**src/charger_regs.vh**
```
`ifndef CHARGER_REGS_VH
`define CHARGER_REGS_VH

// bus address and register map
`define DEV_ADDR 7'h09
`define IDX_SRC_CTRL 8'h00
`define IDX_PWR_CFG 8'h01
`define IDX_MISC_CTRL 8'h06
`define RST_SRC_CTRL 8'h4F
`define RST_PWR_CFG 8'h04
`define RST_MISC_CTRL 8'h00

// field positions
`define BIT_HIZ 7
`define BIT_REG_RESET 7
`define BIT_WD_RESET 6
`define BIT_CHG_INHIBIT 3
`define BIT_DISCONNECT 5
`define MSB_VIN_MIN 6
`define LSB_VIN_MIN 3
`define MSB_IIN_LIM 2
`define MSB_UVLO 2
`define PWR_CFG_WMASK 8'h0F

// alert-line timing, clock 250 MHz
`define CLK_HZ 250000000
`define EXIT_SHIP_MS 500
`define RESET_HOLD_S 8
`define CNT_W 32

// bit counter values
`define BIT_LAST 4'h7
`define BIT_ACK 4'h8
`define BIT_PRE 4'hF

`endif

```
**src/pin_sync.v**
```verilog
`timescale 1ns/1ps
// two-stage synchroniser for pins from outside the clock domain
module pin_sync (
    core_clk,
    rst_n,
    clk_en,
    pin_in,
    pin_sync_out
);
    input wire core_clk;
    input wire rst_n;
    input wire clk_en;
    input wire pin_in;
    output reg pin_sync_out;

    reg meta_r;

    // resets high: idle level of the open-drain lines
    always @(posedge core_clk or negedge rst_n) begin
        if (!rst_n) begin
            meta_r <= 1'b1;
            pin_sync_out <= 1'b1;
        end else if (clk_en) begin
            meta_r <= pin_in;
            pin_sync_out <= meta_r;
        end
    end
endmodule // pin_sync

```
**src/charger_i2c_slave_ship_ctrl.v**
```verilog
// Functional notes
// RULE1: host writing 1 to disconnect request turns battery switch off, shipping mode.
// RULE2: disconnect request bit self-clears once battery switch turns on again.
// RULE3: in shipping mode, alert low over 500ms turns battery switch on.
// RULE4: with switch on, alert low over 8s turns battery switch off.
// RULE5: slave only; clock line never driven, master starts every transaction.
// RULE6: works at 100kbit/s and 400kbit/s bus rates.
// RULE7: start and stop conditions detected while clock line high.
// RULE8: transmitter changes data only while clock line low.
// RULE9: bytes are 8 bits, msb first, unlimited bytes per transfer.
// RULE10: receiver pulls data low through ninth clock to acknowledge.
// RULE11: after not-acknowledge master sends stop or repeated start.
// RULE12: address 09h plus direction bit; respond only on match.
// RULE13: single write: address, index, data; data stored at indexed register.
// RULE14: single read: index written, repeated start, one byte returned.
// RULE15: input source bit 7 opens only the input-to-system switch.
// RULE16: input source bits 6..3 set minimum input voltage, reset code 1001.
// RULE17: input source bits 2..0 select input current ceiling, reset 111.
// RULE18: config bit 7 resets registers, bit 6 restarts watchdog; zero ignored.
// RULE19: config bit 3 inhibits charging; bits 2..0 set undervoltage cutoff.
// RULE20: register index advances by one after each data byte.
// RULE21: alert timers use internal clock, restart on rise, act once per low.
// RULE22: starts in default mode; any register write enters host mode (a config write with bit 7 set returns to default mode instead).
`timescale 1ns/1ps
`include "charger_regs.vh"
module charger_i2c_slave_ship_ctrl (
    core_clk,
    rst_n,
    clk_en,
    scl_in,
    sda_in,
    sda_out,
    sda_oe,
    alert_in,
    battery_switch_on,
    shipping_mode,
    input_high_impedance_enable,
    vin_min_code,
    iin_lim_code,
    charge_inhibit,
    battery_undervoltage_cutoff,
    host_mode,
    watchdog_restart
);
    input wire core_clk;
    input wire rst_n;
    input wire clk_en;
    input wire scl_in;
    input wire sda_in;
    output wire sda_out;
    output reg sda_oe;
    input wire alert_in;
    output reg battery_switch_on;
    output reg shipping_mode;
    output reg input_high_impedance_enable;
    output reg [3:0] vin_min_code;
    output reg [2:0] iin_lim_code;
    output reg charge_inhibit;
    output reg [2:0] battery_undervoltage_cutoff;
    output reg host_mode;
    output reg watchdog_restart;

    // ticks from milliseconds / seconds at the core clock rate
    localparam [`CNT_W-1:0] EXIT_CYC = (`CLK_HZ / 1000) * `EXIT_SHIP_MS;
    localparam [`CNT_W-1:0] RESET_CYC = `CLK_HZ * `RESET_HOLD_S;
    localparam [7:0] SRC_RST = `RST_SRC_CTRL;
    localparam [7:0] CFG_RST = `RST_PWR_CFG;

    localparam [4:0] ST_IDLE = 5'h01;
    localparam [4:0] ST_ADDR = 5'h02;
    localparam [4:0] ST_WRITE = 5'h04;
    localparam [4:0] ST_READ = 5'h08;
    localparam [4:0] ST_ACKCHK = 5'h10;

    ////////////////////////////////////////////////////////////////////////
    // pin synchronisers
    wire scl_s;
    wire sda_s;
    wire alert_s;

    pin_sync u_scl (
        .core_clk(core_clk),
        .rst_n(rst_n),
        .clk_en(clk_en),
        .pin_in(scl_in),
        .pin_sync_out(scl_s)
    );
    pin_sync u_sda (
        .core_clk(core_clk),
        .rst_n(rst_n),
        .clk_en(clk_en),
        .pin_in(sda_in),
        .pin_sync_out(sda_s)
    );
    pin_sync u_alert (
        .core_clk(core_clk),
        .rst_n(rst_n),
        .clk_en(clk_en),
        .pin_in(alert_in),
        .pin_sync_out(alert_s)
    );

    reg scl_d_r;
    reg sda_d_r;
    reg alert_d_r;

    always @(posedge core_clk or negedge rst_n) begin
        if (!rst_n) begin
            scl_d_r <= 1'b1;
            sda_d_r <= 1'b1;
            alert_d_r <= 1'b1;
        end else if (clk_en) begin
            scl_d_r <= scl_s;
            sda_d_r <= sda_s;
            alert_d_r <= alert_s;
        end
    end

    // 250 MHz oversamples a 400 kHz clock by >600x, ample for edge finding
    wire scl_rise = scl_s & ~scl_d_r; // see RULE6
    wire scl_fall = ~scl_s & scl_d_r;
    wire start_det = scl_s & scl_d_r & ~sda_s & sda_d_r; // see RULE7
    wire stop_det = scl_s & scl_d_r & sda_s & ~sda_d_r; // see RULE7

    ////////////////////////////////////////////////////////////////////////
    // registers
    reg [7:0] src_ctrl_r;
    reg [7:0] pwr_cfg_r;
    reg disc_req_r;

    function [7:0] reg_read;
        input [7:0] idx;
        input [7:0] src;
        input [7:0] cfg;
        input disc;
        begin
            case (idx)
                `IDX_SRC_CTRL: reg_read = src;
                `IDX_PWR_CFG: reg_read = cfg & `PWR_CFG_WMASK;
                `IDX_MISC_CTRL: reg_read = {2'b00, disc, 5'b00000};
                default: reg_read = 8'h00;
            endcase
        end
    endfunction

    ////////////////////////////////////////////////////////////////////////
    // serial engine; sda only, clock line is input-only
    reg [4:0] state_r;
    reg [3:0] bit_r;
    reg [7:0] shift_r;
    reg [7:0] index_r;
    reg idx_phase_r;
    reg wr_stb_r;
    reg [7:0] wr_data_r;
    reg [7:0] wr_idx_r;
    reg drive_low_r;
    wire [7:0] rd_byte = reg_read(index_r, src_ctrl_r, pwr_cfg_r, disc_req_r);

    assign sda_out = 1'b0; // see RULE5
    always @* begin
        sda_oe = drive_low_r;
    end

    always @(posedge core_clk or negedge rst_n) begin
        if (!rst_n) begin
            state_r <= ST_IDLE;
            bit_r <= 4'h0;
            shift_r <= 8'h00;
            index_r <= 8'h00;
            idx_phase_r <= 1'b0;
            wr_stb_r <= 1'b0;
            wr_data_r <= 8'h00;
            wr_idx_r <= 8'h00;
            drive_low_r <= 1'b0;
        end else if (clk_en) begin
            wr_stb_r <= 1'b0;
            if (stop_det) begin
                state_r <= ST_IDLE;
                drive_low_r <= 1'b0;
            end else if (start_det) begin
                // repeated start keeps the index
                state_r <= ST_ADDR;
                // the clock fall that closes the start is not a data bit
                bit_r <= `BIT_PRE;
                drive_low_r <= 1'b0;
            end else begin
                case (state_r)
                    ST_IDLE: begin
                        drive_low_r <= 1'b0;
                    end
                    ST_ADDR, ST_WRITE: begin
                        if (scl_rise && bit_r <= `BIT_LAST) begin
                            shift_r <= {shift_r[6:0], sda_s}; // see RULE9
                        end else if (scl_fall) begin
                            if (bit_r == `BIT_LAST) begin
                                bit_r <= `BIT_ACK;
                                if (state_r == ST_ADDR) begin
                                    if (shift_r[7:1] == `DEV_ADDR) begin // see RULE12
                                        drive_low_r <= 1'b1; // see RULE10
                                    end else begin
                                        state_r <= ST_IDLE;
                                    end
                                end else begin
                                    drive_low_r <= 1'b1; // see RULE10
                                    if (!idx_phase_r) begin
                                        index_r <= shift_r;
                                        idx_phase_r <= 1'b1;
                                    end else begin
                                        wr_stb_r <= 1'b1; // see RULE13
                                        wr_data_r <= shift_r;
                                        wr_idx_r <= index_r;
                                        index_r <= index_r + 8'h01; // see RULE20
                                    end
                                end
                            end else if (bit_r == `BIT_ACK) begin
                                drive_low_r <= 1'b0;
                                bit_r <= 4'h0;
                                if (state_r == ST_ADDR) begin
                                    if (shift_r[0]) begin
                                        // read: first data bit goes out now
                                        state_r <= ST_READ; // see RULE14
                                        shift_r <= rd_byte;
                                        drive_low_r <= ~rd_byte[7];
                                    end else begin
                                        state_r <= ST_WRITE;
                                        idx_phase_r <= 1'b0;
                                    end
                                end
                            end else begin
                                bit_r <= bit_r + 4'h1;
                            end
                        end
                    end
                    ST_READ: begin
                        // data changes only on falling clock edges
                        if (scl_fall) begin // see RULE8
                            if (bit_r == `BIT_LAST) begin
                                drive_low_r <= 1'b0;
                                bit_r <= `BIT_ACK;
                                index_r <= index_r + 8'h01; // see RULE20
                            end else begin
                                bit_r <= bit_r + 4'h1;
                                shift_r <= {shift_r[6:0], 1'b0};
                                drive_low_r <= ~shift_r[6];
                            end
                        end
                        if (scl_rise && bit_r == `BIT_ACK) begin
                            state_r <= ST_ACKCHK;
                            idx_phase_r <= sda_s; // 1 = master nack
                        end
                    end
                    ST_ACKCHK: begin
                        if (scl_fall) begin
                            bit_r <= 4'h0;
                            if (idx_phase_r) begin
                                // wait for stop or repeated start
                                state_r <= ST_IDLE; // see RULE11
                            end else begin
                                state_r <= ST_READ;
                                shift_r <= rd_byte;
                                drive_low_r <= ~rd_byte[7];
                            end
                        end
                    end
                    default: begin
                        state_r <= ST_IDLE;
                        drive_low_r <= 1'b0;
                    end
                endcase
            end
        end
    end

    ////////////////////////////////////////////////////////////////////////
    // register writes and battery disconnect
    reg [`CNT_W-1:0] low_cnt_r;
    reg exit_done_r;
    reg reset_done_r;
    wire alert_low = ~alert_s;
    wire alert_rise = alert_s & ~alert_d_r;
    wire sw_on_evt = shipping_mode && alert_low && !exit_done_r
        && low_cnt_r >= EXIT_CYC; // see RULE3
    wire sw_off_evt = battery_switch_on && alert_low && !reset_done_r
        && low_cnt_r >= RESET_CYC; // see RULE4
    wire reg_reset = wr_stb_r && wr_idx_r == `IDX_PWR_CFG
        && wr_data_r[`BIT_REG_RESET];

    always @(posedge core_clk or negedge rst_n) begin
        if (!rst_n) begin
            low_cnt_r <= {`CNT_W{1'b0}};
            exit_done_r <= 1'b0;
            reset_done_r <= 1'b0;
        end else if (clk_en) begin
            if (alert_rise || !alert_low) begin // see RULE21
                low_cnt_r <= {`CNT_W{1'b0}};
                exit_done_r <= 1'b0;
                reset_done_r <= 1'b0;
            end else begin
                if (low_cnt_r != {`CNT_W{1'b1}}) begin
                    low_cnt_r <= low_cnt_r + 1'b1;
                end
                if (sw_on_evt) begin
                    exit_done_r <= 1'b1; // see RULE21
                    reset_done_r <= 1'b1;
                end
                if (sw_off_evt) begin
                    reset_done_r <= 1'b1; // see RULE21
                    exit_done_r <= 1'b1;
                end
            end
        end
    end

    always @(posedge core_clk or negedge rst_n) begin
        if (!rst_n) begin
            src_ctrl_r <= `RST_SRC_CTRL; // see RULE22
            pwr_cfg_r <= `RST_PWR_CFG;
            disc_req_r <= 1'b0;
            battery_switch_on <= 1'b1;
            shipping_mode <= 1'b0;
            host_mode <= 1'b0; // see RULE22
            watchdog_restart <= 1'b0;
        end else if (clk_en) begin
            watchdog_restart <= 1'b0;
            // alert events first: a host request in the same cycle must win
            if (sw_on_evt) begin
                battery_switch_on <= 1'b1;
                shipping_mode <= 1'b0;
                disc_req_r <= 1'b0; // see RULE2
            end else if (sw_off_evt) begin
                battery_switch_on <= 1'b0; // see RULE4
            end else if (!battery_switch_on && !shipping_mode && alert_rise) begin
                battery_switch_on <= 1'b1; // reset mode ends when alert released
                disc_req_r <= 1'b0; // see RULE2
            end
            if (reg_reset) begin
                src_ctrl_r <= `RST_SRC_CTRL; // see RULE18
                pwr_cfg_r <= `RST_PWR_CFG;
                disc_req_r <= 1'b0;
                host_mode <= 1'b0;
                watchdog_restart <= wr_data_r[`BIT_WD_RESET];
            end else if (wr_stb_r) begin
                host_mode <= 1'b1; // see RULE22
                case (wr_idx_r)
                    `IDX_SRC_CTRL: src_ctrl_r <= wr_data_r; // see RULE13
                    `IDX_PWR_CFG: begin
                        pwr_cfg_r <= wr_data_r & `PWR_CFG_WMASK; // see RULE19
                        watchdog_restart <= wr_data_r[`BIT_WD_RESET]; // see RULE18
                    end
                    `IDX_MISC_CTRL: begin
                        if (wr_data_r[`BIT_DISCONNECT]) begin
                            disc_req_r <= 1'b1;
                            battery_switch_on <= 1'b0; // see RULE1
                            shipping_mode <= 1'b1;
                        end
                    end
                    default: ;
                endcase
            end
        end
    end

    ////////////////////////////////////////////////////////////////////////
    // field outputs
    always @(posedge core_clk or negedge rst_n) begin
        if (!rst_n) begin
            input_high_impedance_enable <= SRC_RST[`BIT_HIZ];
            vin_min_code <= SRC_RST[`MSB_VIN_MIN:`LSB_VIN_MIN];
            iin_lim_code <= SRC_RST[`MSB_IIN_LIM:0];
            charge_inhibit <= CFG_RST[`BIT_CHG_INHIBIT];
            battery_undervoltage_cutoff <= CFG_RST[`MSB_UVLO:0];
        end else if (clk_en) begin
            input_high_impedance_enable <= src_ctrl_r[`BIT_HIZ]; // see RULE15
            vin_min_code <= src_ctrl_r[`MSB_VIN_MIN:`LSB_VIN_MIN]; // see RULE16
            iin_lim_code <= src_ctrl_r[`MSB_IIN_LIM:0]; // see RULE17
            charge_inhibit <= pwr_cfg_r[`BIT_CHG_INHIBIT]; // see RULE19
            battery_undervoltage_cutoff <= pwr_cfg_r[`MSB_UVLO:0]; // see RULE19
        end
    end
endmodule // charger_i2c_slave_ship_ctrl

```
**config.mk**
```make
export PLATFORM = sky130hd
export DESIGN_NAME = charger_i2c_slave_ship_ctrl
export DESIGN_NICKNAME = d
export VERILOG_FILES = /design/src/pin_sync.v /design/src/charger_i2c_slave_ship_ctrl.v
export VERILOG_INCLUDE_DIRS = /design/src
export SDC_FILE = /design/constraint.sdc
export NUM_CORES = 1
export LEC_CHECK = 0
export BUFFER_PORTS_ARGS = -buffer_cell sky130_fd_sc_hd__buf_2
export CORE_MARGIN = 3
export CORE_UTILIZATION = 45
export DETAILED_ROUTE_END_ITERATION = 10
export HOLD_SLACK_MARGIN = 0.12
export MAX_ROUTING_LAYER = met4
export PLACE_DENSITY_LB_ADDON = 0.25
export SYNTH_ARGS = -nofsm -noshare
export SYNTH_HDL_FRONTEND = slang
export SYNTH_SLANG_ARGS = --single-unit
```
**constraint.sdc**
```tcl
create_clock -name core_clk -period 4.66 [get_ports core_clk]
set_input_delay 0.932 -clock core_clk [delete_from_list [all_inputs] [get_ports core_clk]]
set_output_delay 0.932 -clock core_clk [all_outputs]
set_load 0.03 [all_outputs]
```
* Word level (Yosys, flattened, before mapping)
Index checks and enable logic that the tools add are counted.
** Cells by class
- $lt $le $gt $ge :: 3
- Multiplexer cells :: 110
- Bitwise gates (word level) :: 20
- Equal/unequal tests :: 47
- Add/subtract/negate cells :: 3
- Reduce and logical (&&, ||, !) cells :: 40
** Operator list (number)
- 8-bit two-way mux :: 20
- 32-bit two-way mux :: 2
- 1-bit two-way mux :: 57
- 5-bit two-way mux :: 11
- 4-bit two-way mux :: 13
- 8-bit one-hot mux with 3 select lines :: 2
- 3-bit inequality test (second input constant) :: 14
- 32-bit by 1-bit adder with 32-bit output (second input constant) :: 1
- 32-bit by 27-bit greater-or-equal comparator with 1-bit output (second input constant) :: 1
- 32-bit by 31-bit greater-or-equal comparator with 1-bit output (second input constant) :: 1
- 32-bit inequality test (second input constant) :: 1
- 4-bit inequality test (second input constant) :: 7
- 2-bit inequality test (second input constant) :: 10
- 5-bit one-hot mux with 4 select lines :: 1
- 9-bit AND reduction :: 2
- 8-bit by 1-bit equality test with 1-bit output (second input constant) :: 2
- 8-bit by 3-bit equality test with 1-bit output (second input constant) :: 2
- 8-bit logical NOT :: 2
- 8-bit one-hot mux with 2 select lines :: 1
- 13-bit AND reduction :: 1
- 1-bit logical AND :: 12
- 1-bit NOT :: 12
- 4-bit one-hot mux with 3 select lines :: 1
- 12-bit AND reduction :: 1
- other kinds (28) :: 46
** Word-level totals
- Register bits after elaboration :: 115
- Input port bits :: 6
- Logic and storage cells :: 256
- Output and inout port bits :: 18

* Longest topological paths before layout
- Depth in word-level cells :: 12
- Gate-level depth with buffers :: 9
- Mapped depth without buffers :: 8

* Cells and area by module
Synthesis repeated with hierarchy kept, for this count alone.
** Unflattened totals
- Cells, all modules :: 639
- Area total of the unflattened synthesis :: 6154.7 sq um
** Modules (own cells, without submodules)
- charger_i2c_slave_ship_ctrl :: times used 1, area each 5929.4 sq um, cells an instance 627
- pin_sync :: times used 3, area each 75.1 sq um, cells an instance 4

* Worst setup path before layout
Ideal clock, no wire load.
- Path type :: input-to-reg
- From :: input clk_en
- To :: register wr_data_r[1]
- Data required time :: 4.535 ns
- Stages on the path :: 6
- Setup time :: 0.125 ns
- Slack :: 2.194 ns
- Arrival :: 2.341 ns
- Path through :: clkbuf_1 -> and2_1 -> nand2_1 -> nor3_4 -> buf_2 -> mux2_2
** On the way
- Cells in the longest elaborated chain, start to end :: 1
** RTL lines
- from (decl) :: line charger_i2c_slave_ship_ctrl.v:47 : input wire clk_en;
- 9-bit AND reduction (no line)
- to (signal assigned) :: line charger_i2c_slave_ship_ctrl.v:210 : wr_data_r <= shift_r;
- to (decl) :: line charger_i2c_slave_ship_ctrl.v:154 : reg [7:0] wr_data_r;
Every way passes these cells.
A chain may end at the register's enable or synchronous reset.

* Worst setup path in the final report
- From :: register state_r[3]
- To :: register shift_r[5]
** On the way
- Cells in the longest elaborated chain, start to end :: 4
- Elaborated cells between the ends (all ways) :: 17
- Classes of those cells :: eq/ne (13); mux (1); reduce/logical (3)
** RTL lines
- from (decl) :: line charger_i2c_slave_ship_ctrl.v:148 : reg [4:0] state_r;
- from (signal assigned) :: line charger_i2c_slave_ship_ctrl.v:166 : state_r <= ST_IDLE;
- from (signal assigned) :: line charger_i2c_slave_ship_ctrl.v:178 : state_r <= ST_IDLE;
- from (signal assigned) :: line charger_i2c_slave_ship_ctrl.v:182 : state_r <= ST_ADDR;
- 5-bit by 2-bit equality test with 1-bit output / 5-bit by 3-bit equality test with 1-bit output (equally long branches) :: line charger_i2c_slave_ship_ctrl.v:187, charger_i2c_slave_ship_ctrl.v:218
- 2-bit OR reduction :: line charger_i2c_slave_ship_ctrl.v:187 : case (state_r)
- 3-bit inequality test (no line) / 3-bit nonzero test (equally long branches)
- 13-bit AND reduction (no line)
- to (signal assigned) :: line charger_i2c_slave_ship_ctrl.v:193 : shift_r <= {shift_r[6:0], sda_s};
- to (signal assigned) :: line charger_i2c_slave_ship_ctrl.v:222 : shift_r <= rd_byte;
- to (signal assigned) :: line charger_i2c_slave_ship_ctrl.v:243 : shift_r <= {shift_r[6:0], 1'b0};
- to (decl) :: line charger_i2c_slave_ship_ctrl.v:150 : reg [7:0] shift_r;
Parallel ways exist; a longest one is shown, timed or not.

==> parameters.txt <==
Parameter                              Value

Critical path
  Arrival time of data at the critical path endpoint    3190 ps
  Max Fanout on Critical Path    11
  Slowest cell delay on critical path    620 ps
  CP Class    flip-flop to flip-flop
  Worst Setup Start Kind    flip-flop
  Standard cell with the maximum stage delay on the critical path    sky130_fd_sc_hd__or4b_4
  Cell-by-cell trace of the critical path    or4b_4 > a21boi_1 > a221oi_2 > and4bb_1 > o21a_1 > mux2_4
  Crit path max-delay family    compound AO/OA/AOI/OAI gates
  Capturing element type of the critical path    flip-flop
  Buffers plus inverters on the worst setup path    0
  CP required    4960 ps

Cells and area
  Antenna cell count    0
  Net count, final    662
  Proportion of layout cells with a drive suffix above 1    21.18%
  Cell area after layout    0.007063 sq mm
  Final Non-Filler Cells    837
  Area Growth Syn to Fin    13.10%

Floorplan
  Initial Util    46.60%
  Die X    123.8 microns
  Die area    0.01533 sq mm
  Row count    42
  Core area    0.01340 sq mm
  Ports    24
  Die height    123.8 microns

Clock tree
  Max H-tree Level    4
  Clock Root Buffer    sky130_fd_sc_hd__clkbuf_16
  Buffer levels on the longest clock path    2
  Post-CTS Hold Fix Bufs    0
  Clock latency on the worst-skew pair    420 ps
  Post-CTS setup repair buffer count    0
  Clock sinks    115
  CTS tree    built
  Clock buffers created by TritonCTS    17
  Clock-pin slew of the registers on the worst-case setup and hold paths    60 ps
  Post-cts gate resize count    0

Run status
  Run status    finished clean

Global routing
  Global-route wire length before repair    24830 microns
  Maximum number of pins on one net before global-route repair    73
  Global-route total usage across every layer    21.64%
  Global-route congestion overflow total    0
  Number of antenna violations at the first check in global routing    0
  Number of global-route vias before repair    4946

Power
  Pwr Density    415.7 mW/mm^2
  Proportion of total power due to net switching    27.24%
  IR drop worst, VDD    0.3380 mV
  Relative contribution of the clock network to total power    47.8%
  Sw Pwr    0.7996 mW
  Portion of total power attributed to sequential cells    39.5%
  Pint    2.136 mW
  Static leakage power    3.074 nW
  Logic pwr share    12.6%

STA
  Fin worst setup slack    1768 ps
  Upper clock frequency limit    345.8 MHz
  Tightest hold margin    500.7 ps
  Unrepaired setup endpoints after global routing    no
  Relative slew margins    23.71%
  Final critical-path share of the clock period    62.06%
  Final critical delay including setup and external delays    2892 ps
  Hold Vio Cnt, Final    0
  Count of endpoints failing setup in the final report    0
  Worst Tran Pin Value    1139 ps
  Max-slew violation total from the final report    0
  Final-layout setup total negative slack    0 ps
  Worst Skew    10.41 ps

Route
  DR vias/cell    6.001
  DR WL/cell    17.95 microns
  Detailed Route WL    15020 microns
  Router iterations before antenna repair    5
  Antenna violation net count after detailed routing    0
  Initial DRC count    566
  Final routed DRC violation total    0
  Total via count after detailed routing    5023

Synthesis
  Cell taking the most area after synthesis    sky130_fd_sc_hd__dfrtp_1
  Cell area after technology mapping    0.006245 sq mm
  Sequential element share of the synthesized area    46.54%
  Count of different cell masters after synthesis    78
  Library cell with the highest instance count after synthesis    sky130_fd_sc_hd__dfrtp_1
  Cell types occupying the most area after synthesis    sky130_fd_sc_hd__dfrtp_1 37%, sky130_fd_sc_hd__dfstp_2 9.7%, sky130_fd_sc_hd__mux2_2 6.5%
  Mapped Nets    647
  Warning count from the yosys run    0
  Most instantiated cells after synthesis    92 x sky130_fd_sc_hd__dfrtp_1, 63 x sky130_fd_sc_hd__nor2_1, 57 x sky130_fd_sc_hd__nand2_1
  Mapped Cells    633
  Main flop type after synthesis    sky130_fd_sc_hd__dfrtp_1
  Top-area cell type share of the netlist area    36.87%
  FFs w/ async S/R, synth    100.0%
  Number of flops mapped to enable cells by yosys    0
  Mean instance size in the synthesized netlist    9.865 sq um
  Number of flip-flops and latches in the synthesized netlist    115

Placed design
  RePlAce Congestion    0.9571
  Worst slack after detailed placement    1650 ps
  Final HPWL DP    10400 microns
  Instance area at placement    0.006427 sq mm
  Placed cell count    805
  Port Buffers    22

Worst hold path
  Type of the most critical hold path    flip-flop to flip-flop

Run
  Number of maximum-capacitance violations    0
## tightest hold or removal path, stage by stage (launching register included)
cell                      delay (ps)
sky130_fd_sc_hd__dfstp_2         370
sky130_fd_sc_hd__nand2_1          40
sky130_fd_sc_hd__o21ai_0          70
## metrics by stage
step | power, mW | util (%)
2_1_floorplan | 1.462 | -
3_3_place_gp | 1.531 | 47.96
3_5_place_dp | 1.542 | 47.96
4_1_cts | 2.954 | 52.71
5_1_grt | 3.062 | 52.71
6_report | 2.936 | 52.71
## routing by layer
layer / track usage, % / wire length (microns) / vias up
li1: - / - / 2375
met4: 10.66 / 399 / 0
met5: - / 0 / -
met2: 32.24 / 7098 / 162
met3: 5.223 / 728 / 34
met1: 27.68 / 6796 / 2452
## sequential cells by signal, summed over array words and instances (netlist names), 3 cells and up
name and flops:
low_cnt_r 32, state_r 5, vin_min_code 4, src_ctrl_r 8, index_r 8, battery_undervoltage_cutoff 3, shift_r 8, pwr_cfg_r 4
wr_data_r 8, bit_r 4, iin_lim_code 3, wr_idx_r 8
## logic make-up after synthesis
family | share of synthesized area (%)
other | 0.06005
xor gates and xnor gates | 2.945
AOI/OAI and AO/OA | 16.75
adders and majority gates | 1.603
buffers and inverters | 3.907
and+or+nand+nor | 19.86
DFF | 46.54
muxes | 8.335
## power by group through the flow
stage | clock [mW] | sequential [mW] | combinational [mW]
6_report | 1.40 | 1.16 | 0.370
5_1_grt | 1.47 | 1.17 | 0.414
4_1_cts | 1.43 | 1.16 | 0.370
3_5_place_dp | 0 | 1.17 | 0.369
3_3_place_gp | 0 | 1.17 | 0.359
2_1_floorplan | 0 | 1.11 | 0.348
## cells in the final DEF, fill, tap and decap left out, drive strengths merged, types with 3 or more instances in the layout
cell,n
a211oi,4
a21o,7
a21oi,30
a221o,3
a22o,11
a31oi,12
and2,5
and3,12
and4,7
buf,25
bufinv,4
clkbuf,21
clkinv,3
dfrtp,92
dfstp,23
ha,8
inv,21
mux2,43
nand2,57
nand2b,3
nand3,28
nand3b,3
nand4,14
nor2,63
nor3,15
nor4,9
o211ai,4
o21ai,43
o22a,7
o22ai,4
o31ai,9
or3,4
or4,4
xnor2,6
xor2,15
## final cells by class
type | instances | area (sq um)
multi-input combinational | 470 | 3094
tap | 176 | 220.2
fill | 1182 | 6337
clock buffer | 21 | 460.4
sequential | 115 | 2907
timing repair buffer | 25 | 135.1
clock inverter | 11 | 175.2
inverter | 19 | 71.32
## final timing paths
path                              start  slack, ps            end  cells past startpoint
min in group asynchronous         rst_n        660       bit_r[0]                      1
setup reg to reg             state_r[3]       1770     shift_r[5]                      6
hold / removal             pwr_cfg_r[2]        500   pwr_cfg_r[2]                      2
max in group asynchronous         rst_n       3100  src_ctrl_r[6]                      2
hold reg to reg            pwr_cfg_r[2]        500   pwr_cfg_r[2]                      2
setup / recovery             state_r[3]       1770     shift_r[5]                      6
Power figures use the tool's default switching activity.
